===== config.mk =====
export PLATFORM = sky130hd
export DESIGN_NAME = timer_event_counter
export DESIGN_NICKNAME = d
export VERILOG_FILES = /design/src/pkg/timer_pkg.sv /design/src/rtl/timer_event_counter.sv
export VERILOG_INCLUDE_DIRS = /design/src /design/src/pkg
export SDC_FILE = /design/constraint.sdc
export NUM_CORES = 1
export LEC_CHECK = 0
export BUFFER_PORTS_ARGS = -buffer_cell sky130_fd_sc_hd__buf_2
export CAP_MARGIN = 10
export CORE_ASPECT_RATIO = 1.2
export CORE_MARGIN = 2
export CORE_UTILIZATION = 60
export DETAILED_ROUTE_END_ITERATION = 8
export GPL_TIMING_DRIVEN = 0
export PLACE_DENSITY = 0.86
export SYNTH_ARGS = -nofsm -noshare
export SYNTH_HDL_FRONTEND = slang
export SYNTH_SLANG_ARGS = --single-unit

===== constraint.sdc =====
create_clock -name i_clk_sys -period 6 [get_ports i_clk_sys]
set_input_delay 0.3 -clock i_clk_sys [delete_from_list [all_inputs] [get_ports i_clk_sys]]
set_output_delay 0.3 -clock i_clk_sys [all_outputs]
set_load 0.03 [all_outputs]

===== src/pkg/timer_params.svh =====
// Register offsets, widths and reset values of the timer channel
`ifndef TIMER_PARAMS_SVH
`define TIMER_PARAMS_SVH

`define TMR_ADDR_W        10
`define TMR_DATA_W        32
`define TMR_CNT_W         16

`define TMR_OFF_RUN       10'h180
`define TMR_OFF_MODE      10'h184
`define TMR_OFF_CMP0      10'h188
`define TMR_OFF_CMP1      10'h18c
`define TMR_OFF_CAP0      10'h190
`define TMR_OFF_CAP1      10'h194
`define TMR_OFF_FFCR      10'h198
`define TMR_OFF_COUNT     10'h19c

`define TMR_RUN_RESET     8'h00
`define TMR_MODE_RESET    9'h020
`define TMR_FFCR_RESET    4'h0
`define TMR_FF_RESET      1'b0

`define TMR_CNT_ZERO      16'h0000
`define TMR_CNT_ONE       16'h0001
`define TMR_CNT_MAX       16'hffff

`define TMR_GEAR_MAX      3'h4
`define TMR_FF_TOGGLE     2'b00
`define TMR_FF_SET        2'b01
`define TMR_FF_CLEAR      2'b10
`define TMR_FF_READBACK   2'b11

`endif


===== src/pkg/timer_pkg.sv =====
// Types shared by the timer channel
package timer_pkg;

  typedef enum logic [1:0] {
    src_ext,
    src_t1,
    src_t4,
    src_t16
  } count_src_e;

  typedef enum logic [1:0] {
    cap_off,
    cap_clk_pin,
    cap_trig_pin,
    cap_out_flop
  } cap_mode_e;

  typedef struct packed {
    logic       double_buffer_enable;
    logic       reserved_zero;
    logic       idle_run_enable;
    logic       prescaler_run;
    logic       counter_run;
  } run_s;

  typedef struct packed {
    logic [2:0] clock_gear_select;
    logic       soft_capture_bit;
    cap_mode_e  capture_mode_select;
    logic       match_clear_enable;
    count_src_e count_clock_select;
  } mode_s;

  typedef struct packed {
    logic       one_on_capture_one;
    logic       one_on_capture_zero;
    logic       zero_on_match_one;
    logic       zero_on_match_zero;
  } ffcr_s;

  typedef struct packed {
    logic       overflow;
    logic       match_one;
    logic       match_zero;
    logic       ext_edge;
  } irq_s;

endpackage : timer_pkg


===== src/rtl/timer_event_counter.sv =====
// One 16-bit timer/event counter channel with compare, capture and output flops
//
// Implementation choice: the Avalon-MM interface to the registers.
`timescale 1ns/1ns
`include "timer_params.svh"

module timer_event_counter (
  input  wire logic                    i_clk_sys,
  input  wire logic                    i_nrst,
  input  wire logic [`TMR_ADDR_W-1:0]  i_avs_address,
  input  wire logic                    i_avs_read,
  input  wire logic                    i_avs_write,
  input  wire logic [`TMR_DATA_W-1:0]  i_avs_writedata,
  input  wire logic [3:0]              i_avs_byteenable,
  output logic      [`TMR_DATA_W-1:0]  o_avs_readdata,
  output logic                         o_avs_waitrequest,
  input  wire logic                    i_ext_clock_input,
  input  wire logic                    i_capture_input,
  input  wire logic                    i_idle,
  output logic                         o_timer_out_zero,
  output logic                         o_timer_out_one,
  output timer_pkg::irq_s              o_irq
);

  ////////////////////////////////////////////////////////////////////////////
  // Declarations

  timer_pkg::run_s               run;
  timer_pkg::mode_s              mode;
  timer_pkg::ffcr_s              ffcr;
  logic [`TMR_CNT_W-1:0]         compare_zero;
  logic [`TMR_CNT_W-1:0]         compare_buffer;
  logic [`TMR_CNT_W-1:0]         compare_one;
  logic [`TMR_CNT_W-1:0]         capture [2];
  logic [`TMR_CNT_W-1:0]         up_counter;
  logic [3:0]                    gear_cnt;
  logic [1:0]                    quarter_cnt;
  logic [4:0]                    prescaler;
  logic [2:0]                    clk_pin_sync;
  logic [2:0]                    cap_pin_sync;
  logic                          count_q;
  logic [1:0]                    out_flop;
  logic                          prev_flop_one;
  logic [`TMR_DATA_W-1:0]        next_readdata;
  logic                          accept_wr;
  logic                          take_req;
  logic                          hold;
  logic                          gear_tick;
  logic                          phi_t0;
  logic                          tap_tick;
  logic                          count_tick;
  logic                          clk_rise;
  logic                          cap_rise;
  logic                          cap_fall;
  logic                          match_zero;
  logic                          match_one;
  logic                          clear_hit;
  logic                          overflow;
  logic                          soft_capture;
  logic [1:0]                    cap_ev;
  logic [1:0]                    flop_toggle;
  logic [1:0]                    flop_code [2];
  logic [1:0]                    flop_wr;

  ////////////////////////////////////////////////////////////////////////////
  // Functions

  // Mask of low gear-counter bits that must be ones for one geared cycle
  function automatic logic [3:0] gear_mask(input logic [2:0] gear);
    logic [2:0] g;
    g = (gear > `TMR_GEAR_MAX) ? `TMR_GEAR_MAX : gear;
    gear_mask = 4'((5'h01 << g) - 5'h01);
  endfunction : gear_mask

  // Register hit of a word-aligned access
  function automatic logic hit(input logic [`TMR_ADDR_W-1:0] addr,
                               input logic [`TMR_ADDR_W-1:0] offs);
    hit = (addr[`TMR_ADDR_W-1:2] == offs[`TMR_ADDR_W-1:2]);
  endfunction : hit

  // Next value of an output flop from its control code and toggle event
  function automatic logic flop_next(input logic cur,
                                     input logic wr,
                                     input logic [1:0] code,
                                     input logic tog);
    logic v;
    v = cur;
    if (wr)
    begin
      unique case (code)
        `TMR_FF_TOGGLE : v = ~cur;
        `TMR_FF_SET    : v = 1'b1;
        `TMR_FF_CLEAR  : v = 1'b0;
        default        : v = cur;
      endcase
    end
    flop_next = tog ? ~v : v;
  endfunction : flop_next

  ////////////////////////////////////////////////////////////////////////////
  // Avalon-MM slave: one wait state, read data loads on the edge ending it, the write one edge later

  assign take_req  = (i_avs_read | i_avs_write) & o_avs_waitrequest;
  assign accept_wr = i_avs_write & ~o_avs_waitrequest;

  always_ff @(posedge i_clk_sys or negedge i_nrst)
  begin
    if (!i_nrst)
      o_avs_waitrequest <= 1'b1;
    else
      o_avs_waitrequest <= ~take_req;
  end

  always_comb
  begin
    next_readdata = '0;
    if (hit(i_avs_address, `TMR_OFF_RUN))
      next_readdata[7:0] = {run.double_buffer_enable, run.reserved_zero, 2'b00,
                            run.idle_run_enable, run.prescaler_run, 1'b0,
                            run.counter_run};
    else if (hit(i_avs_address, `TMR_OFF_MODE))
      next_readdata[8:0] = mode;
    else if (hit(i_avs_address, `TMR_OFF_CAP0))
      next_readdata[`TMR_CNT_W-1:0] = capture[0];
    else if (hit(i_avs_address, `TMR_OFF_CAP1))
      next_readdata[`TMR_CNT_W-1:0] = capture[1];
    else if (hit(i_avs_address, `TMR_OFF_FFCR))
      next_readdata[7:0] = {ffcr, `TMR_FF_READBACK, `TMR_FF_READBACK};
    else if (hit(i_avs_address, `TMR_OFF_COUNT))
      next_readdata[`TMR_CNT_W-1:0] = up_counter;
    // Compare registers read as zero
  end

  always_ff @(posedge i_clk_sys or negedge i_nrst)
  begin
    if (!i_nrst)
      o_avs_readdata <= '0;
    else if (take_req && i_avs_read)
      o_avs_readdata <= next_readdata;
  end

  ////////////////////////////////////////////////////////////////////////////
  // Control registers

  always_ff @(posedge i_clk_sys or negedge i_nrst)
  begin
    if (!i_nrst)
      run <= 5'(`TMR_RUN_RESET);
    else if (accept_wr && hit(i_avs_address, `TMR_OFF_RUN) && i_avs_byteenable[0])
      run <= {i_avs_writedata[7:6], i_avs_writedata[3:2], i_avs_writedata[0]};
  end

  always_ff @(posedge i_clk_sys or negedge i_nrst)
  begin
    if (!i_nrst)
      mode <= `TMR_MODE_RESET;
    else if (accept_wr && hit(i_avs_address, `TMR_OFF_MODE))
    begin
      if (i_avs_byteenable[0])
        mode[7:0] <= i_avs_writedata[7:0];
      if (i_avs_byteenable[1])
        mode[8] <= i_avs_writedata[8];
    end
  end

  // Zero written always captures; one captures only over a stored zero
  assign soft_capture = accept_wr && hit(i_avs_address, `TMR_OFF_MODE)
                        && i_avs_byteenable[0]
                        && (!i_avs_writedata[5] || !mode.soft_capture_bit);

  always_ff @(posedge i_clk_sys or negedge i_nrst)
  begin
    if (!i_nrst)
      ffcr <= `TMR_FFCR_RESET;
    else if (accept_wr && hit(i_avs_address, `TMR_OFF_FFCR) && i_avs_byteenable[0])
      ffcr <= i_avs_writedata[7:4];
  end

  ////////////////////////////////////////////////////////////////////////////
  // Compare registers and buffer, byte-writable halves

  always_ff @(posedge i_clk_sys or negedge i_nrst)
  begin
    if (!i_nrst)
    begin
      compare_buffer <= `TMR_CNT_ZERO;
      compare_zero   <= `TMR_CNT_ZERO;
    end
    else
    begin
      if (accept_wr && hit(i_avs_address, `TMR_OFF_CMP0))
      begin
        if (i_avs_byteenable[0])
          compare_buffer[7:0] <= i_avs_writedata[7:0];
        if (i_avs_byteenable[1])
          compare_buffer[15:8] <= i_avs_writedata[15:8];
        if (!run.double_buffer_enable && i_avs_byteenable[0])
          compare_zero[7:0] <= i_avs_writedata[7:0];
        if (!run.double_buffer_enable && i_avs_byteenable[1])
          compare_zero[15:8] <= i_avs_writedata[15:8];
      end
      else if (run.double_buffer_enable && match_one)
        compare_zero <= compare_buffer;
    end
  end

  always_ff @(posedge i_clk_sys or negedge i_nrst)
  begin
    if (!i_nrst)
      compare_one <= `TMR_CNT_ZERO;
    else if (accept_wr && hit(i_avs_address, `TMR_OFF_CMP1))
    begin
      if (i_avs_byteenable[0])
        compare_one[7:0] <= i_avs_writedata[7:0];
      if (i_avs_byteenable[1])
        compare_one[15:8] <= i_avs_writedata[15:8];
    end
  end

  ////////////////////////////////////////////////////////////////////////////
  // Pin synchronisers and edge detection

  always_ff @(posedge i_clk_sys or negedge i_nrst)
  begin
    if (!i_nrst)
    begin
      clk_pin_sync <= '0;
      cap_pin_sync <= '0;
    end
    else
    begin
      clk_pin_sync <= {clk_pin_sync[1:0], i_ext_clock_input};
      cap_pin_sync <= {cap_pin_sync[1:0], i_capture_input};
    end
  end

  assign clk_rise = clk_pin_sync[1] & ~clk_pin_sync[2];
  assign cap_rise = cap_pin_sync[1] & ~cap_pin_sync[2];
  assign cap_fall = ~cap_pin_sync[1] & cap_pin_sync[2];

  ////////////////////////////////////////////////////////////////////////////
  // Clock gear, divide by four and prescaler

  assign hold      = i_idle & ~run.idle_run_enable;
  assign gear_tick = ((gear_cnt & gear_mask(mode.clock_gear_select))
                      == gear_mask(mode.clock_gear_select));
  assign phi_t0    = gear_tick && (quarter_cnt == 2'b11);

  always_ff @(posedge i_clk_sys or negedge i_nrst)
  begin
    if (!i_nrst)
    begin
      gear_cnt    <= '0;
      quarter_cnt <= '0;
      prescaler   <= '0;
    end
    else if (!run.prescaler_run)
    begin
      gear_cnt    <= '0;
      quarter_cnt <= '0;
      prescaler   <= '0;
    end
    else if (!hold)
    begin
      gear_cnt <= gear_cnt + 4'h1;
      if (gear_tick)
        quarter_cnt <= quarter_cnt + 2'b01;
      if (phi_t0)
        prescaler <= prescaler + 5'h01;
    end
  end

  // Taps every 2, 8 and 32 prescaler clocks
  always_comb
  begin
    unique case (mode.count_clock_select)
      timer_pkg::src_ext : tap_tick = clk_rise;
      timer_pkg::src_t1  : tap_tick = phi_t0 && prescaler[0];
      timer_pkg::src_t4  : tap_tick = phi_t0 && (&prescaler[2:0]);
      timer_pkg::src_t16 : tap_tick = phi_t0 && (&prescaler);
    endcase
  end

  assign count_tick = tap_tick && run.counter_run && run.prescaler_run && !hold;

  ////////////////////////////////////////////////////////////////////////////
  // Up counter, comparators and overflow

  assign clear_hit = mode.match_clear_enable && (up_counter == compare_one);
  assign overflow  = count_tick && !clear_hit && (up_counter == `TMR_CNT_MAX);

  always_ff @(posedge i_clk_sys or negedge i_nrst)
  begin
    if (!i_nrst)
      up_counter <= `TMR_CNT_ZERO;
    else if (!run.counter_run)
      up_counter <= `TMR_CNT_ZERO;
    else if (count_tick && clear_hit)
      up_counter <= `TMR_CNT_ZERO;
    else if (count_tick)
      up_counter <= up_counter + `TMR_CNT_ONE;
  end

  // Match is judged once on the value that a count step produced
  always_ff @(posedge i_clk_sys or negedge i_nrst)
  begin
    if (!i_nrst)
      count_q <= 1'b0;
    else
      count_q <= count_tick;
  end

  assign match_zero = count_q && (up_counter == compare_zero);
  assign match_one  = count_q && (up_counter == compare_one);

  always_ff @(posedge i_clk_sys or negedge i_nrst)
  begin
    if (!i_nrst)
      o_irq <= '0;
    else
    begin
      o_irq.match_zero <= match_zero;
      o_irq.match_one  <= match_one;
      o_irq.overflow   <= overflow;
      o_irq.ext_edge   <= cap_rise;
    end
  end

  ////////////////////////////////////////////////////////////////////////////
  // Capture control

  // Mode picks both capture events; external interrupt stays on rising edge
  always_comb
  begin
    unique case (mode.capture_mode_select)
      timer_pkg::cap_off      : cap_ev = 2'b00;
      timer_pkg::cap_clk_pin  : cap_ev = {1'b0, clk_rise};
      timer_pkg::cap_trig_pin : cap_ev = {cap_fall, cap_rise};
      timer_pkg::cap_out_flop : cap_ev = {prev_flop_one & ~out_flop[1],
                                          ~prev_flop_one & out_flop[1]};
    endcase
  end

  always_ff @(posedge i_clk_sys or negedge i_nrst)
  begin
    if (!i_nrst)
      prev_flop_one <= `TMR_FF_RESET;
    else
      prev_flop_one <= out_flop[1];
  end

  generate
    for (genvar c = 0; c < 2; c++)
    begin : g_capture
      always_ff @(posedge i_clk_sys or negedge i_nrst)
      begin
        if (!i_nrst)
          capture[c] <= `TMR_CNT_ZERO;
        else if (cap_ev[c] || (c == 0 && soft_capture))
          capture[c] <= up_counter;
      end
    end
  endgenerate

  ////////////////////////////////////////////////////////////////////////////
  // Timer output flops

  assign flop_toggle[0] = (ffcr.zero_on_match_zero && match_zero)
                          || (ffcr.zero_on_match_one && match_one);
  assign flop_toggle[1] = (ffcr.one_on_capture_zero && (cap_ev[0] || soft_capture))
                          || (ffcr.one_on_capture_one && cap_ev[1]);
  assign flop_code[0]   = i_avs_writedata[1:0];
  assign flop_code[1]   = i_avs_writedata[3:2];

  generate
    for (genvar f = 0; f < 2; f++)
    begin : g_flop
      assign flop_wr[f] = accept_wr && hit(i_avs_address, `TMR_OFF_FFCR)
                          && i_avs_byteenable[0];

      always_ff @(posedge i_clk_sys or negedge i_nrst)
      begin
        if (!i_nrst)
          out_flop[f] <= `TMR_FF_RESET;
        else
          out_flop[f] <= flop_next(out_flop[f], flop_wr[f], flop_code[f],
                                   flop_toggle[f]);
      end
    end
  endgenerate

  always_ff @(posedge i_clk_sys or negedge i_nrst)
  begin
    if (!i_nrst)
    begin
      o_timer_out_zero <= `TMR_FF_RESET;
      o_timer_out_one  <= `TMR_FF_RESET;
    end
    else
    begin
      o_timer_out_zero <= out_flop[0];
      o_timer_out_one  <= out_flop[1];
    end
  end

endmodule : timer_event_counter


# == Yosys cells after proc, flatten, opt, wreduce, memory -nomap -nowiden ==
# Index checks and enable logic that the tools add are counted.
# op_classes
n_addsub,5
magnitude_cmp,1
n_eq_ne,29
n_shift,1
n_mux,33
n_bitwise,21
reduce_logical,56
# op_table
op,n
$mux 16,8
$eq 8x7->1 const B,8
$mux 8,6
$eq 16x16->1,2
$logic_and 1x1->1,30
$reduce_and 2->1,10
$add 16x1->16 const B,1
$eq 16x16->1 const B,1
$mux 5,3
$eq 2x2->1 const B,7
$not 1->1,11
$mux 9,1
$and 1x1->1,8
$eq 2x1->1 const B,4
$logic_not 2->1,4
$mux 4,2
$ne 2x1->1 const B,4
$pmux 2 s4,1
$mux 7,1
$mux 2,3
$pmux 1 s3,2
$add 5x1->5 const B,1
$logic_not 1->1,5
$reduce_and 5->1,1
16 further kinds,22
# word_totals
reg_bits,157

# == Longest topological paths before layout ==
# Gate-level depths: netlist of run 1.
# logic_depth
ltp_word,15
depth_mapped,10

# == Least setup slack after synthesis of run 1 ==
# Ideal clock, no wire load.
# synth_path
path_type,reg-to-reg
start,register o_avs_waitrequest
end,register compare_zero[0]
setup_ns,0.125
arrival_time_ns,2.035
required_time_ns,5.875
slack_ns,3.840
stages_incl_launch_ff,8
synth_period_minus_slack_ns,2.160
cell_sequence,dfstp_2 and2b_1 and2_0 buf_2 nand2_2 nor2_1 a31oi_4 mux2_4
# synth_via
elab_chain_len,5
word_cells_on_any_way,7
cone_classes,eq/ne (1); mux (1); bitwise (2); reduce/logical (3)
# synth_lines
element,line,text
from (decl),timer_event_counter.sv:16,"output logic o_avs_waitrequest,"
from (signal assigned),timer_event_counter.sv:111,o_avs_waitrequest <= ~take_req;
$not 1->1 (*),timer_event_counter.sv:104,assign accept_wr = i_avs_write & ~o_avs_waitrequest;
$and 1x1->1 (*),timer_event_counter.sv:104,
$logic_and 1x1->1 (*),timer_event_counter.sv:191,"if (accept_wr && hit(i_avs_address, `TMR_OFF_CMP0))"
$ne 2x1->1 (no source line) / $reduce_bool 2->1 (equally long branches),-,
$reduce_and 2->1 (no source line),-,
to (signal assigned),timer_event_counter.sv:187,compare_zero <= `TMR_CNT_ZERO;
to (signal assigned),timer_event_counter.sv:198,compare_zero[7:0] <= i_avs_writedata[7:0];
to (signal assigned),timer_event_counter.sv:203,compare_zero <= compare_buffer;
to (decl),timer_event_counter.sv:31,logic [`TMR_CNT_W-1:0] compare_zero;
# Every way passes the cells marked *; elsewhere a longest branch is shown, timed or not.
# A chain may end at the register's enable or synchronous reset.

# == Final worst setup path of run 1 ==
# layout_path
start,register prescaler[0]
end,register up_counter[15]
# layout_via
elab_chain_len,9
word_cells_on_any_way,13
cone_classes,eq/ne (1); mux (3); reduce/logical (9)
# layout_lines
element,line,text
from (decl),timer_event_counter.sv:38,logic [4:0] prescaler;
from (signal assigned),timer_event_counter.sv:269,prescaler <= prescaler + 5'h01;
$reduce_and 5->1 / $reduce_and 3->1 (equally long branches),"timer_event_counter.sv:280, timer_event_counter.sv:279",
$logic_and 1x1->1 (on tied branches),"timer_event_counter.sv:280, timer_event_counter.sv:279",
$pmux 1 s4 (*),timer_event_counter.sv:276,unique case (mode.count_clock_select)
$logic_and 1x1->1 (*) (3 in series),timer_event_counter.sv:284,assign count_tick = tap_tick && run.counter_run && run.prescaler_run && !hold;
$logic_and 1x1->1,timer_event_counter.sv:298,else if (count_tick && clear_hit)
$mux 16,timer_event_counter.sv:298,
$mux 16,timer_event_counter.sv:296,else if (!run.counter_run)
to (signal assigned),timer_event_counter.sv:295,up_counter <= `TMR_CNT_ZERO;
to (signal assigned),timer_event_counter.sv:297,up_counter <= `TMR_CNT_ZERO;
to (signal assigned),timer_event_counter.sv:299,up_counter <= `TMR_CNT_ZERO;
to (decl),timer_event_counter.sv:35,logic [`TMR_CNT_W-1:0] up_counter;
# Marks and branches as above.

==> results of run 1 <==
[flip-flops by register name, summed over array words and instances, names as in the netlist]
| name | flops |
|---|---|
| o_avs_waitrequest | 1 |
| cap_pin_sync | 3 |
| mode | 9 |
| compare_buffer | 16 |
| compare_one | 16 |
| o_irq | 4 |
| up_counter | 16 |
| prescaler | 5 |
| o_timer_out_one | 1 |
| count_q | 1 |
| gear_cnt | 4 |
| compare_zero | 16 |
| run | 5 |
| ffcr | 4 |
| o_avs_readdata | 16 |
| quarter_cnt | 2 |
| o_timer_out_zero | 1 |
| out_flop | 2 |
| capture | 32 |
| clk_pin_sync | 3 |
[worst paths after layout]
kind | from | endpoint | slack, ns | depth (start not counted)
worst min-delay path | i_avs_read | o_avs_waitrequest | 0.04 | 2
worst max-delay path | prescaler[0] | up_counter[15] | 3.42 | 10
max in group asynchronous | i_nrst | o_avs_waitrequest | 4.65 | 3
min in group asynchronous | i_nrst | compare_zero[15] | 0.48 | 2
worst min register to register | cap_pin_sync[0] | cap_pin_sync[1] | 0.35 | 0
worst max register to register | prescaler[0] | up_counter[15] | 3.42 | 10
[metal layers]
metal	up-vias	track usage, %	wire (um)
li1	2446	-	-
met1	2744	35.1	7350
met2	193	47.8	9020
met3	47	4.63	859
met4	0	12.4	571
met5	-	0	0
[cells by family (layout without fill, tap and decap cells)]
family	count (synthesis)	count (layout)	share of synthesized area, %
simple gates	139	139	10.2
mux	135	135	20.7
flops	157	157	50.2
fa+ha+maj	6	6	0.960
buf+inv	62	152	4.61
xor+xnor	40	40	4.48
compound gates	91	91	8.78
other cells	1	16	0.0479
[per-stage QoR]
stage | power (uW) | hold WS [ns] | cell area (um2) | worst slack [ns] | util [%]
floorplan | 1280 | 0.00441 | 7880 | 3.84 | -
detailed placement | 1370 | 0.336 | 8390 | 3.49 | 66.2
CTS | 2580 | 0.0297 | 9090 | 3.46 | 71.7
global placement | 1340 | 0.331 | 8360 | 2.47 | 66.0
global route | 2670 | 0.0342 | 9090 | 3.28 | 71.7
finish | 2570 | 0.0449 | 9090 | 3.42 | 71.7
[repair_timing]
action	in CTS	in global routing
hold buffers	3	0
hold endpoints to repair	82	0
setup buffers	0	0
[critical path: cells and delay by family (launching register included)]
family | cells | cell delay, ns
AOI/OAI and AO/OA | 2 | 0.53
adders and majority gates | 2 | 0.42
buffers and inverters | 1 | 0.44
DFF | 1 | 0.43
muxes | 2 | 0.23
and+or+nand+nor | 3 | 0.42
[area by class of cell]
class / instances / area [um2] / area share (%)
flip-flops and latches: 157 / 3930 / 43.3
multi-input cells: 427 / 3590 / 39.5
clock buffers: 18 / 429 / 4.72
plain buffers: 56 / 338 / 3.72
repair buffers: 58 / 334 / 3.68
clock inverters: 14 / 240 / 2.64
well taps: 164 / 205 / 2.26
inverters: 6 / 22.5 / 0.248
[where the power goes]
part | total, uW | internal [uW] | switching [uW]
Combinational | 207 | 81.0 | 126
Sequential | 1140 | 1100 | 43.4
Clock | 1220 | 781 | 436
[placed cells by master (no fill, tap or decap), types with 5 or more instances in the layout]
cell type,n
mux2_4,18
and2_1,7
a21oi_1,8
conb_1,16
nor4_1,7
xor2_1,13
o311ai_0,5
nand3_1,10
buf_2,71
a221o_1,5
o21ai_0,19
clkbuf_16,17
and3_1,7
nand2_1,36
buf_4,20
nor2_1,20
mux2i_1,10
xnor2_1,27
clkbuf_1,13
nand4_1,11
dfrtp_1,155
o31ai_1,13
buf_6,5
mux2_2,103
nor3_1,11
a22oi_1,12
bufinv_16,6
ha_1,6
inv_1,6
o21a_1,6
==> run_results.csv, run 1 <==
group,metric,value,unit
routing,wl_per_cell,19.8,um
logic_synthesis,synth.most_common_cell,"dfrtp_1",
cts,cts_sinks,157,
final_layout,final_cells,900,
timing,fmax,0.388,GHz
flow_run,maxCapViolCount,0,
placement,dp_hpwl,12300,um
cts,clk_latency,0.43,ns
timing,fin_crit_sh,43.0,%
setup_path,max_stage_delay,0.44,ns
timing,hold_viol,0,
placement,dp_cells,865,
setup_path,crit_path_top_delay_cell,"clkbuf_1",
routing,wl,17800,um
global_route,grt_max_degree,82,
floorplanning,initial_core_util,61.8,%
logic_synthesis,synth.distinct_cells,62,
final_layout,syn_to_final_growth,16.2,%
logic_synthesis,netlist_area,7820,um2
floorplanning,die-height,129,um
placement,numPortBuffers,54,
logic_synthesis,synth_edf_count,0,
logic_synthesis,synth_top_area_share,49.6,%
global_route,grt_overflow,0,
setup_path,start_kind,"register",
logic_synthesis,async_flop_share,100,%
global_route,grt_pass1_wl,29400,um
timing,max_slew_margin,48.8,%
floorplanning,core,12700,um2
global_route,antenna_found_initial,0,
logic_synthesis,synthFlopType,"dfrtp_1",
routing,ant_nets,0,
timing,finClkSkew,0.00676,ns
min_path,hold_class,"input port to register",
cts,root_buffer,"clkbuf_16",
floorplanning,io_pins,92,
logic_synthesis,syn-instance-count,631,
logic_synthesis,synth_common_cells,"155 x dfrtp_1, 103 x mux2_2, 36 x nand2_1",
cts,cts_max_level,4,
timing,period_needed,2.58,ns
final_layout,antennaDiodeCount,0,
global_route,track_usage,27.9,%
floorplanning,rows,45,
routing,drtPass1Iterations,5,
logic_synthesis,netlist_top_cells_area,"dfrtp_1 50%, mux2_2 15%, mux2_4 3.5%",
setup_path,cp-end-kind,"register",
timing,rsz0062_at_grt,"false",
cts,cts_resized,0,
placement,place_congestion,0.915,
power,max-vdd-ir-drop,220,uV
final_layout,nets,782,
timing,fin_setup_tns,0,ns
floorplanning,die_x,108,um
floorplanning,dieArea,14000,um2
cts,cts.clk_slew.worst_paths,0.06,ns
setup_path,crit_chain,"ha_1, and3_1, ha_1, mux2i_1, mux2i_1, nand3_1, o21a_1, clkbuf_1, nor3_1, a221o_1",
logic_synthesis,synth_seq_area_share,50.2,%
timing,setup_viol,0,
cts,clockBufferDepth,2,
power,leakage,0.00454,uW
routing,drc,0,
routing,vias_per_cell,6.03,
logic_synthesis,yosys.area.top_type,"dfrtp_1",
logic_synthesis,ys_seq_elements,157,
setup_path,worstPathArrival,2.89,ns
run_status,status,"complete, no violations",
routing,routed-via-count,5430,
global_route,grt_pass1_vias,5656,
routing,drt-initial-drc-count,456,
timing,worst_pin_slew,0.765,ns
power,power_density,283,nW/um2
setup_path,critPathRequiredTime,6.31,ns
cts,numCtsBuffers,17,
cts,cts_tree,"yes",
timing,slew_viol_final,0,
setup_path,worst-path-max-fanout,10,
logic_synthesis,yosysWarnings,0,
logic_synthesis,avgSynthCellArea,12.4,um2
final_layout,drive_above_1_share,36.4,%
final_layout,num-fill-cells,861,
setup_path,crit_type,"register to register",
Power figures use the tool's default switching activity.
==> run 2: changes to the inputs <==
- CORE_UTILIZATION: 60 -> 53
- PLACE_DENSITY: 0.86 -> 0.8
- clock period: 6 -> 2.2 ns (I/O delays scaled with it)
==> run_results.csv, run 2 (synthesis results as in run 1) <==
group,metric,value,unit
routing,routed-via-count,5560,
timing,holdWs,0.0139,ns
floorplanning,die-height,137,um
setup_path,ff2ff_path_depth,8,
final_layout,largest_reg_flops,32,
routing,drt-initial-drc-count,455,
final_layout,layout_commonest_cell,"dfrtp_1",
routing,vias_per_cell,5.85,
global_route,grt_max_degree,100,
placement,dp_worst_setup_slack,-0.305,ns
cts,clk_latency,0.42,ns
placement,numPortBuffers,54,
floorplanning,die_x,115,um
min_path,worstHoldPathCells,2,
setup_path,cp-end-kind,"register",
timing,period_needed,2.25,ns
min_path,holdCritStartpoint,"i_avs_writedata[4]",
setup_path,rrSetupSlack,-0.05,ns
floorplanning,io_pins,92,
final_layout,antennaDiodeCount,0,
final_layout,largest-register,"capture",
setup_path,max_stage_delay,0.38,ns
setup_path,r2r-end,"compare_zero[4]",
timing,rsz0062_at_grt,"true",
final_layout,final_cell_mix,"152 x dfrtp_1, 103 x mux2_2, 58 x buf_2",
cts,cts.clk_slew.worst_paths,0.06,ns
global_route,grt_overflow,0,
timing,fin_crit_sh,102,%
timing,fmax,0.444,GHz
setup_path,crit_chain,"buf_6, xnor2_2, nand4_1, nor4_4, and2_4, a31oi_4, buf_12, mux2_4",
power,pwr-share-clk,46.1,%
setup_path,critPathRequiredTime,2.51,ns
setup_path,worstPathArrival,2.56,ns
floorplanning,initial_core_util,54.3,%
placement,place_congestion,0.879,
power,p_sw_share,23.2,%
cts,cts_max_level,4,
run_status,violations,"setup timing",
floorplanning,core,14400,um2
setup_path,start_kind,"register",
cts,cts_tree,"yes",
routing,ant_nets,0,
routing,wl,18900,um
final_layout,nets,821,
global_route,grt_pass1_vias,5614,
global_route,grt_pass1_wl,29000,um
setup_path,rr_startpoint,"up_counter[5]",
floorplanning,dieArea,15800,um2
timing,setup_ws,-0.0534,ns
power,p_switching,1630,uW
global_route,track_usage,24.3,%
final_layout,final_cells,950,
routing,wl_per_cell,19.9,um
cts,numCtsBuffers,17,
power,leakage,0.00479,uW
placement,dp_cells,876,
flow_run,maxCapViolCount,0,
final_layout,syn_to_final_growth,24.1,%
timing,setup_viol,11,
power,pwr-share-seq,44.3,%
power,combPwrFrac,9.6,%
routing,drc,0,
global_route,antenna_found_initial,0,
timing,slew_viol_final,0,
cts,root_buffer,"clkbuf_16",
setup_path,crit_path_top_delay_cell,"dfrtp_1",
routing,drtPass1Iterations,5,
placement,dp_hpwl,12500,um
power,intPower,5390,uW
power,max-vdd-ir-drop,446,uV
timing,hold_viol,0,
final_layout,num-fill-cells,990,
min_path,whs_endpoint,"mode[4]",
setup_path,worst-path-max-fanout,10,
cts,cts_sinks,157,
floorplanning,rows,48,
timing,finClkSkew,0.00689,ns
min_path,hold_class,"input port to register",
cts,clockBufferDepth,2,
power,power_density,723,nW/um2
timing,worst_pin_slew,0.700,ns
final_layout,drive_above_1_share,42.3,%
timing,max_slew_margin,53.3,%
run_status,status,"complete, but fails checks",
setup_path,crit_type,"register to register",
run 2: how the worst max path moves through the flow:
stage	start	slack (ns)	to	cells past startpoint
after floorplan	o_avs_waitrequest	0.04	compare_zero[0]	7
final	up_counter[5]	-0.05	compare_zero[4]	8
after CTS	prescaler[1]	-0.005	up_counter[11]	10
after detailed placement	prescaler[0]	-0.31	up_counter[15]	10
after global routing	up_counter[5]	-0.11	compare_zero[1]	8
after global placement	i_nrst	-1.12	prescaler[3]	1
run 2: power groups by stage:
stage	clock network (uW)	logic [uW]	registers [uW]
after global routing	3400	747	3120
after floorplan	0	350	3150
after global placement	0	508	3150
after CTS	3280	621	3110
after detailed placement	0	559	3160
final	3240	673	3110
run 2: repair_timing:
item,4_1_cts,5_1_grt
buffers inserted,5,28
resized for setup,36,33
endpoints found under the setup margin,43,49
hold endpoints to repair,76,0
hold buffers,14,0
pin swaps,9,11
run 2: final cells by class:
class / count / area (um2) / share of cell area (%)
inverter: 6 / 22.5 / 0.232
clock inverter: 11 / 189 / 1.95
timing repair buffer: 102 / 704 / 7.25
buffer: 51 / 382 / 3.93
tap: 175 / 219 / 2.25
multi-input combinational: 427 / 3790 / 39.0
sequential: 157 / 3940 / 40.5
clock buffer: 21 / 470 / 4.84
run 2: critical path: cells and delay by family (launching register included):
family | cells | cell delay [ns]
flip-flops | 1 | 0.38
AND/OR/NAND/NOR | 3 | 0.84
multiplexers | 1 | 0.30
AO/OA/AOI/OAI | 1 | 0.10
buffers and inverters | 2 | 0.32
XOR/XNOR | 1 | 0.19
run 2: layer usage:
layer  global-route usage (%)  vias up  share of wire (%)
met4                     10.7        0                2.2
met5                        0        -                  0
li1                         -     2521                  -
met3                     4.38       35                5.2
met2                     40.7      209                 52
met1                     30.9     2795                 41
run 2: metrics by stage:
step,area [um2],TNS [ns],total power [uW],utilization (%)
6_report,9710,-0.433,7020,67.4
5_1_grt,9710,-1.68,7260,67.4
4_1_cts,9360,-0.00774,7010,64.9
3_5_place_dp,8400,-6.13,3720,58.3
3_3_place_gp,8370,-176.60,3660,58.1
2_1_floorplan,7880,0,3500,-
